--- src/core/ioc_consts.svh ---
`ifndef IOC_CONSTS_SVH
`define IOC_CONSTS_SVH

// ****************************************
// Register map
// ****************************************
`define IOC_ADDR_W          12
`define IOC_OFS_CFG         12'h054
`define IOC_OFS_STATUS      12'h058
`define IOC_OFS_ENABLE      12'h05c
`define IOC_OFS_RESET_CONTROL 12'h1f8

// ****************************************
// Configuration and reset control register fields
// ****************************************
`define IOC_HOLDOFF_HI      31
`define IOC_HOLDOFF_LO      24
`define IOC_CLR_BIT         14
`define IOC_ACTIVE_BIT      13
`define IOC_MASTER_BIT      12
`define IOC_EN_BIT          8
`define IOC_POL_BIT         4
`define IOC_TYPE_BIT        0
`define IOC_SOFT_RST_BIT    0

// ****************************************
// Sources and reset values
// ****************************************
`define IOC_NSRC            8
`define IOC_HOLDOFF_RST     8'h00
`define IOC_SRC_RST         8'h00

// ****************************************
// Timing
// ****************************************
`define IOC_CLK_HZ          20000000
`define IOC_TICK_NS         10000
`define IOC_TICK_CYC        ((`IOC_TICK_NS * (`IOC_CLK_HZ / 1000000)) / 1000)
`define IOC_PRE_W           10

`endif

--- src/core/ioc_pkg.sv ---
package ioc_pkg;
  // Hold-off sequencer states
  typedef enum logic [2:0] {
    IOC_IDLE   = 3'b001,
    IOC_ASSERT = 3'b010,
    IOC_HOLD   = 3'b100
  } ioc_state_t;
endpackage : ioc_pkg

--- src/core/ioc_src_flag.sv ---
`timescale 1ns/10ps
`include "ioc_consts.svh"

module ioc_src_flag (
  // Clock and reset
  input  wire logic sys_clk,
  input  wire logic rst,
  input  wire logic soft_rst,
  // Event and acknowledge
  input  wire logic event_in,
  input  wire logic ack_in,
  // Flag
  output logic      flag_reg
);
  logic flag_next;

  // A new event wins over a same-cycle acknowledge
  assign flag_next = event_in | (flag_reg & ~ack_in);

  always_ff @(posedge sys_clk or posedge rst) begin
    if (rst) begin
      flag_reg <= 1'b0;
    end else if (soft_rst) begin
      flag_reg <= 1'b0;
    end else begin
      flag_reg <= flag_next;
    end
  end
endmodule : ioc_src_flag

--- src/core/ioc_irq_output.sv ---
// Contract
// - Bits 31:24 hold hold-off length in 10 us steps, reset zero.
// - Zero hold-off disables interval, clears counter, pending interrupt goes out immediately.
// - A new non-zero hold-off length applies to all later interrupts.
// - Writing one to bit 14 restarts the interval; self-clearing, reads zero.
// - Bit 13 reads one while an interval withholds interrupts from the pin.
// - Bit 12 shows combined enabled-source line, independent of enable and hold-off.
// - Bit 8 gates the pin; zero keeps it inactive, status untouched.
// - Bit 4 selects polarity: zero active low, one active high; reset zero.
// - In open-drain mode polarity is ignored and interrupt always drives low.
// - Bit 0 picks driver: zero open-drain pull-low only, one push-pull.
// - Polarity and driver bits survive soft reset; other fields return to defaults.
// - Only enabled sources reach the combined line; flags track regardless of enable.
// - Writing one clears a latched flag; writing zero leaves it.
`timescale 1ns/10ps
`include "ioc_consts.svh"

module ioc_irq_output
  import ioc_pkg::*;
(
  // Clock and reset
  input  wire logic                   sys_clk,
  input  wire logic                   rst,
  // Register port
  input  wire logic [`IOC_ADDR_W-1:0] reg_addr,
  input  wire logic [31:0]            reg_wdata,
  input  wire logic                   reg_wr,
  input  wire logic                   reg_rd,
  output logic      [31:0]            reg_rdata,
  // Interrupt sources
  input  wire logic [`IOC_NSRC-1:0]   src_event,
  // Interrupt pin
  output logic                        irq_out,
  output logic                        irq_oe
);

  // ****************************************
  // Decode
  // ****************************************
  wire wr_cfg    = reg_wr && (reg_addr == `IOC_OFS_CFG);
  wire wr_status = reg_wr && (reg_addr == `IOC_OFS_STATUS);
  wire wr_enable = reg_wr && (reg_addr == `IOC_OFS_ENABLE);
  wire wr_rstctl = reg_wr && (reg_addr == `IOC_OFS_RESET_CONTROL);
  wire soft_rst  = wr_rstctl && reg_wdata[`IOC_SOFT_RST_BIT];

  // ****************************************
  // Registers
  // ****************************************
  logic [7:0]           holdoff_interval_reg;
  logic                 irq_en_reg;
  logic                 pin_polarity_select_reg;
  logic                 pin_push_pull_reg;
  logic [`IOC_NSRC-1:0] src_enable_reg;
  logic [`IOC_NSRC-1:0] source_status_reg;
  logic                 master_reg;
  ioc_state_t           state_reg;
  ioc_state_t           state_next;
  logic [7:0]           tick_cnt_reg;
  logic [7:0]           tick_cnt_next;
  logic [`IOC_PRE_W-1:0] pre_reg;
  logic [`IOC_PRE_W-1:0] pre_next;

  wire holdoff_counter_clear = wr_cfg && reg_wdata[`IOC_CLR_BIT];

  always_ff @(posedge sys_clk or posedge rst) begin
    if (rst) begin
      holdoff_interval_reg <= `IOC_HOLDOFF_RST;
      irq_en_reg           <= 1'b0;
      src_enable_reg       <= `IOC_SRC_RST;
    end else if (soft_rst) begin
      holdoff_interval_reg <= `IOC_HOLDOFF_RST;
      irq_en_reg           <= 1'b0;
      src_enable_reg       <= `IOC_SRC_RST;
    end else begin
      if (wr_cfg) begin
        holdoff_interval_reg <= reg_wdata[`IOC_HOLDOFF_HI:`IOC_HOLDOFF_LO];
        irq_en_reg           <= reg_wdata[`IOC_EN_BIT];
      end
      if (wr_enable) begin
        src_enable_reg <= reg_wdata[`IOC_NSRC-1:0];
      end
    end
  end

  // Polarity and driver type are retained over soft reset
  always_ff @(posedge sys_clk or posedge rst) begin
    if (rst) begin
      pin_polarity_select_reg <= 1'b0;
      pin_push_pull_reg       <= 1'b0;
    end else if (wr_cfg) begin
      pin_polarity_select_reg <= reg_wdata[`IOC_POL_BIT];
      pin_push_pull_reg       <= reg_wdata[`IOC_TYPE_BIT];
    end
  end

  // ****************************************
  // Source flags
  // ****************************************
  genvar gi;
  generate
    for (gi = 0; gi < `IOC_NSRC; gi++) begin : g_src
      ioc_src_flag u_flag (
        .sys_clk  (sys_clk),
        .rst      (rst),
        .soft_rst (soft_rst),
        .event_in (src_event[gi]),
        .ack_in   (wr_status && reg_wdata[gi]),
        .flag_reg (source_status_reg[gi])
      );
    end
  endgenerate

  wire master_next = |(source_status_reg & src_enable_reg);

  always_ff @(posedge sys_clk or posedge rst) begin
    if (rst) begin
      master_reg <= 1'b0;
    end else begin
      master_reg <= master_next;
    end
  end

  // ****************************************
  // Prescaler: one tick per 10 us
  // ****************************************
  wire pre_wrap = (pre_reg == `IOC_PRE_W'(`IOC_TICK_CYC - 1));
  wire in_hold  = (state_reg == IOC_HOLD);

  // Restarted at each interval start so the first tick is a full step
  wire interval_start = (state_next == IOC_HOLD) && (!in_hold || holdoff_counter_clear);
  assign pre_next = (interval_start || pre_wrap) ? '0 : pre_reg + 1'b1;

  // ****************************************
  // Hold-off sequencer
  // ****************************************
  wire holdoff_off = (holdoff_interval_reg == `IOC_HOLDOFF_RST);
  wire done        = pre_wrap && (tick_cnt_reg + 8'h01 >= holdoff_interval_reg);
  wire want_pin    = master_reg && irq_en_reg;
  // A restart uses the length written beside it, so one write may set and start
  wire clear_start = holdoff_counter_clear &&
                     (reg_wdata[`IOC_HOLDOFF_HI:`IOC_HOLDOFF_LO] != `IOC_HOLDOFF_RST);

  always_comb begin
    state_next    = state_reg;
    tick_cnt_next = tick_cnt_reg;
    case (state_reg)
      IOC_IDLE: begin
        tick_cnt_next = 8'h00;
        if (clear_start) begin
          state_next = IOC_HOLD;
        end else if (want_pin) begin
          state_next = IOC_ASSERT;
        end
      end
      IOC_ASSERT: begin
        tick_cnt_next = 8'h00;
        if (!want_pin || clear_start) begin
          state_next = (holdoff_off && !clear_start) ? IOC_IDLE : IOC_HOLD;
        end
      end
      IOC_HOLD: begin
        if (holdoff_off) begin
          state_next    = IOC_IDLE;
          tick_cnt_next = 8'h00;
        end else if (holdoff_counter_clear) begin
          tick_cnt_next = 8'h00;
        end else if (done) begin
          state_next    = IOC_IDLE;
          tick_cnt_next = 8'h00;
        end else if (pre_wrap) begin
          tick_cnt_next = tick_cnt_reg + 8'h01;
        end
      end
      default: begin
        state_next    = IOC_IDLE;
        tick_cnt_next = 8'h00;
      end
    endcase
  end

  always_ff @(posedge sys_clk or posedge rst) begin
    if (rst) begin
      state_reg    <= IOC_IDLE;
      tick_cnt_reg <= 8'h00;
      pre_reg      <= '0;
    end else if (soft_rst) begin
      state_reg    <= IOC_IDLE;
      tick_cnt_reg <= 8'h00;
      pre_reg      <= '0;
    end else begin
      state_reg    <= state_next;
      tick_cnt_reg <= tick_cnt_next;
      pre_reg      <= pre_next;
    end
  end

  // ****************************************
  // Pin driver
  // ****************************************
  wire pin_active = (state_next == IOC_ASSERT);
  wire level_next = pin_push_pull_reg ? (pin_active ~^ pin_polarity_select_reg)
                                      : 1'b0;
  wire oe_next    = pin_push_pull_reg | pin_active;

  always_ff @(posedge sys_clk or posedge rst) begin
    if (rst) begin
      irq_out <= 1'b0;
      irq_oe  <= 1'b0;
    end else begin
      irq_out <= level_next;
      irq_oe  <= oe_next;
    end
  end

  // ****************************************
  // Read back
  // ****************************************
  logic [31:0] cfg_view;
  logic [31:0] rdata_next;

  always_comb begin
    cfg_view = 32'h0000_0000;
    cfg_view[`IOC_HOLDOFF_HI:`IOC_HOLDOFF_LO] = holdoff_interval_reg;
    cfg_view[`IOC_ACTIVE_BIT] = in_hold;
    cfg_view[`IOC_MASTER_BIT] = master_reg;
    cfg_view[`IOC_EN_BIT]     = irq_en_reg;
    cfg_view[`IOC_POL_BIT]    = pin_polarity_select_reg;
    cfg_view[`IOC_TYPE_BIT]   = pin_push_pull_reg;
    rdata_next = 32'h0000_0000;
    if (reg_rd) begin
      case (reg_addr)
        `IOC_OFS_CFG:    rdata_next = cfg_view;
        `IOC_OFS_STATUS: rdata_next = {24'h00_0000, source_status_reg};
        `IOC_OFS_ENABLE: rdata_next = {24'h00_0000, src_enable_reg};
        default:         rdata_next = 32'h0000_0000;
      endcase
    end
  end

  always_ff @(posedge sys_clk or posedge rst) begin
    if (rst) begin
      reg_rdata <= 32'h0000_0000;
    end else begin
      reg_rdata <= rdata_next;
    end
  end

endmodule : ioc_irq_output

--- config.mk ---
export PLATFORM = sky130hd
export DESIGN_NAME = ioc_irq_output
export DESIGN_NICKNAME = d
export VERILOG_FILES = /design/src/core/ioc_pkg.sv /design/src/core/ioc_src_flag.sv /design/src/core/ioc_irq_output.sv
export VERILOG_INCLUDE_DIRS = /design/src /design/src/core
export SDC_FILE = /design/constraint.sdc
export NUM_CORES = 1
export LEC_CHECK = 0
export BUFFER_PORTS_ARGS = -buffer_cell sky130_fd_sc_hd__buf_2
export CAP_MARGIN = 25
export CORE_UTILIZATION = 53
export CTS_CLUSTER_DIAMETER = 60
export DETAILED_ROUTE_END_ITERATION = 6
export GPL_ROUTABILITY_DRIVEN = 0
export PLACE_DENSITY = 0.91
export SYNTH_ARGS = -nofsm -noshare
export SYNTH_HDL_FRONTEND = slang
export SYNTH_SLANG_ARGS = --single-unit
--- constraint.sdc ---
create_clock -name sys_clk -period 2.52 [get_ports sys_clk]
set_input_delay 0.252 -clock sys_clk [delete_from_list [all_inputs] [get_ports sys_clk]]
set_output_delay 0.252 -clock sys_clk [all_outputs]
set_load 0.02 [all_outputs]
==> impl_metrics.tcl <==
set metrics [dict create \
    outcome "finished, final reports clean" \
    grt_first_pass_wirelength_um 14200 \
    final_cells 509 \
    netlist.top_cell.by_area "sky130_fd_sc_hd__dfrtp_1" \
    worst_skew_pair.late_latency_ns 0.35 \
    placeableCoreArea_sq_um 6420 \
    setup_repair_after_global_routing_missed_its_margin "false" \
    nFillCells 472 \
    timing.final.hold_violations 0 \
    syn_area_per_cell_sq_um 10.0 \
    synth_warnings 0 \
    internal_power_uw 1910 \
    global_route.overflow_total 0 \
    p_per_area_nw_per_um2 589 \
    initial_utilization_pct 55.7 \
    drt_pre_antenna_iters 5 \
    cts-root-to-sink-buffers 2 \
    peakVddDrop_mv 0.400 \
    slew-limit-headroom_pct 46.3 \
    first_iter_violations 239 \
    grt_antenna_before_repair 0 \
    hold_path.class "in -> async" \
    synth.mux.area_fraction_pct 5.46 \
    synthAdderAreaFrac_pct 3.50 \
    top_post_synthesis_cells_by_area "sky130_fd_sc_hd__dfrtp_1 48%, sky130_fd_sc_hd__mux2i_1 4.2%, sky130_fd_sc_hd__nor2_1 4.2%" \
    power.switching_uw 590 \
    clock_sink_count 70 \
    routed_wl_um 8670 \
    area_delta_synth_final_pct 18.5 \
    route.detailed.wl_per_inst_um 17.0 \
    via_per_inst 5.99 \
    power.clock.fraction_pct 42.8 \
    dominant_combinational_cell_family_by_area_after_synthesis "simple AND/OR/NAND/NOR gates" \
    io_pins 90 \
    synthSimpleGateAreaFrac_pct 21.6 \
    ant_nets 0 \
    cts_made_buffers 9 \
    fmax_mhz 410 \
    critPathMaxFanout 6 \
    cp-start-kind "flip-flop" \
    dp.final_hpwl_um 6010 \
    largest_register_ff_count 19 \
    synth_compound_area_share_pct 11.0 \
    postSynth.asyncResetShare_pct 100 \
    root_buffer "sky130_fd_sc_hd__clkbuf_8" \
    synth_top_flop_cell "sky130_fd_sc_hd__dfrtp_1" \
    timing.clock.skew_ns 0.0107 \
    grt.total_usage_pct 25.5 \
    sequential_element_share_of_the_synthesized_area_pct 49.0 \
    layout-drive-gt1-share_pct 25.7 \
    part_of_the_power_in_combinational_logic_pct 8.0 \
    postSynthRegisterBits 70 \
    worstSetupPathType "reg -> reg" \
    switch_share_pct 23.6 \
    die_height_um 84.1 \
    synth_most_common_cell "sky130_fd_sc_hd__dfrtp_1" \
    place.port_buffers 62 \
    setup_total_negative_slack_ns 0 \
    synth_xor_xnor_area_share_pct 3.67 \
    static-leakage-power_uw 0.00201 \
    power.sequential.fraction_pct 49.2 \
    cts_tree "done" \
    grt_max_degree 37 \
    synthDistinctLibCells 54 \
    place.detailed.instances 490 \
    netlist_top_cells_count "69 x sky130_fd_sc_hd__dfrtp_1, 40 x sky130_fd_sc_hd__nor2_1, 20 x sky130_fd_sc_hd__a21oi_1" \
    maxSlewViolCount 0 \
    crit_path_end_kind "flip-flop" \
    fin_crit_ns 2.44 \
    num_vias 3048 \
    std_cell_rows 29 \
    final_period_utilization_pct 96.7 \
    worst_slew_pin_tran_ns 0.798 \
    htree_num_levels 3 \
    clkSlewWorstSetupHoldPaths_ns 0.08 \
    crit_arrival_ns 2.66 \
    synth_edf_count 0 \
    first_global_vias 3037 \
    setup_viol_count_final 0 \
    die_area_sq_um 7080 \
    num-nets-final 493 \
    synthCells 356 \
    antenna-diode-count 0 \
    cap_viol_max_count 0 \
    synth.top_cell.area_share_pct 48.3 \
    synthesis.area_sq_um 3580 \
    die_width_um 84.1 \
    detail_route.drc_violations 0 \
    worst-endpoint-required_ns 2.75 \
]
path summary, 6_finish.rpt:
kind	start	to	slack, ns	cells after the start
worst max register to register	tick_cnt_reg[0]	tick_cnt_reg[4]	0.08	9
max in group asynchronous	rst	holdoff_interval_reg[4]	1.83	3
min in group sys_clk	src_event[6]	g_src[6].u_flag.flag_reg	0.12	3
worst min register to register	pre_reg[0]	pre_reg[0]	0.52	1
worst min-delay path	rst	src_enable_reg[2]	0.05	2
worst max-delay path	tick_cnt_reg[0]	tick_cnt_reg[4]	0.08	9
worst max-delay path: stages (launching register included):
cell	delay, ns
sky130_fd_sc_hd__dfrtp_2	0.43
sky130_fd_sc_hd__ha_2	0.24
sky130_fd_sc_hd__nand3_1	0.15
sky130_fd_sc_hd__nor2_2	0.17
sky130_fd_sc_hd__xor2_1	0.10
sky130_fd_sc_hd__ha_1	0.29
sky130_fd_sc_hd__nand2_1	0.06
sky130_fd_sc_hd__a311o_1	0.41
sky130_fd_sc_hd__and3_2	0.28
sky130_fd_sc_hd__a22o_1	0.19
cell type report:
cell class	instances	area (sq um)	area share [%]
clock inverter	7	113	2.66
tap	77	96.3	2.27
timing repair buffer	75	418	9.86
clock buffer	9	124	2.92
inverter	11	41.3	0.974
sequential	70	1750	41.4
multi-input combinational	260	1690	39.9
layer usage:
metal | track usage, % | share of wire, %
met1 | 32.0 | 40
met2 | 42.7 | 52
met3 | 4.42 | 4.6
met4 | 13.5 | 3.1
met5 | 0 | 0
logic make-up after synthesis:
group                    after synthesis
AND/OR/NAND/NOR                      143
flip-flops                            70
AO/OA/AOI/OAI                         60
buffers and inverters                 38
multiplexers                          19
XOR/XNOR                              15
adder cells (fa/ha/maj)               10
other                                  1
layout by cell type (no fill, tap or decap), types with 6 or more instances in the layout:
cell type and count:
sky130_fd_sc_hd__dfrtp_1 68, sky130_fd_sc_hd__buf_2 63, sky130_fd_sc_hd__nor2_1 38, sky130_fd_sc_hd__a21oi_1 20, sky130_fd_sc_hd__nand2_1 19, sky130_fd_sc_hd__nand3_1 17
sky130_fd_sc_hd__mux2i_1 15, sky130_fd_sc_hd__conb_1 13, sky130_fd_sc_hd__nor3_1 12, sky130_fd_sc_hd__o21ai_0 12, sky130_fd_sc_hd__buf_4 11, sky130_fd_sc_hd__inv_1 10
sky130_fd_sc_hd__nor4_1 10, sky130_fd_sc_hd__ha_1 9, sky130_fd_sc_hd__clkbuf_8 9, sky130_fd_sc_hd__xor2_1 8, sky130_fd_sc_hd__and3_1 7, sky130_fd_sc_hd__xnor2_1 7
sky130_fd_sc_hd__a22oi_1 6
timing repair:
action / in CTS / in global routing
resized for setup: 0 / 9
endpoints found under the setup margin: 0 / 9
hold buffers: 0 / 0
setup buffers: 0 / 3
per-stage QoR:
| stage | hold slack, ns | worst slack [ns] | cell area [sq um] | power [uW] | utilization (%) |
|---|---|---|---|---|---|
| finish | 0.0494 | 0.0820 | 4240 | 2500 | 66.0 |
| global route | 0.108 | 0.0103 | 4240 | 2580 | 66.0 |
| CTS | 0.0609 | 0.0529 | 4190 | 2500 | 65.2 |
| detailed placement | 0.432 | 0.0663 | 3950 | 1440 | 61.5 |
| global placement | 0.421 | 0.141 | 3950 | 1430 | 61.4 |
| floorplan | 0.379 | 0.346 | 3620 | 1370 | - |
power groups by stage:
stage                     clock network, uW  logic, uW  registers [uW]
after floorplan                           0        140            1230
after global placement                    0        188            1240
after detailed placement                  0        198            1250
after CTS                              1080        198            1230
after global routing                   1130        222            1230
final                                  1070        200            1230
Power figures use the tool's default switching activity.
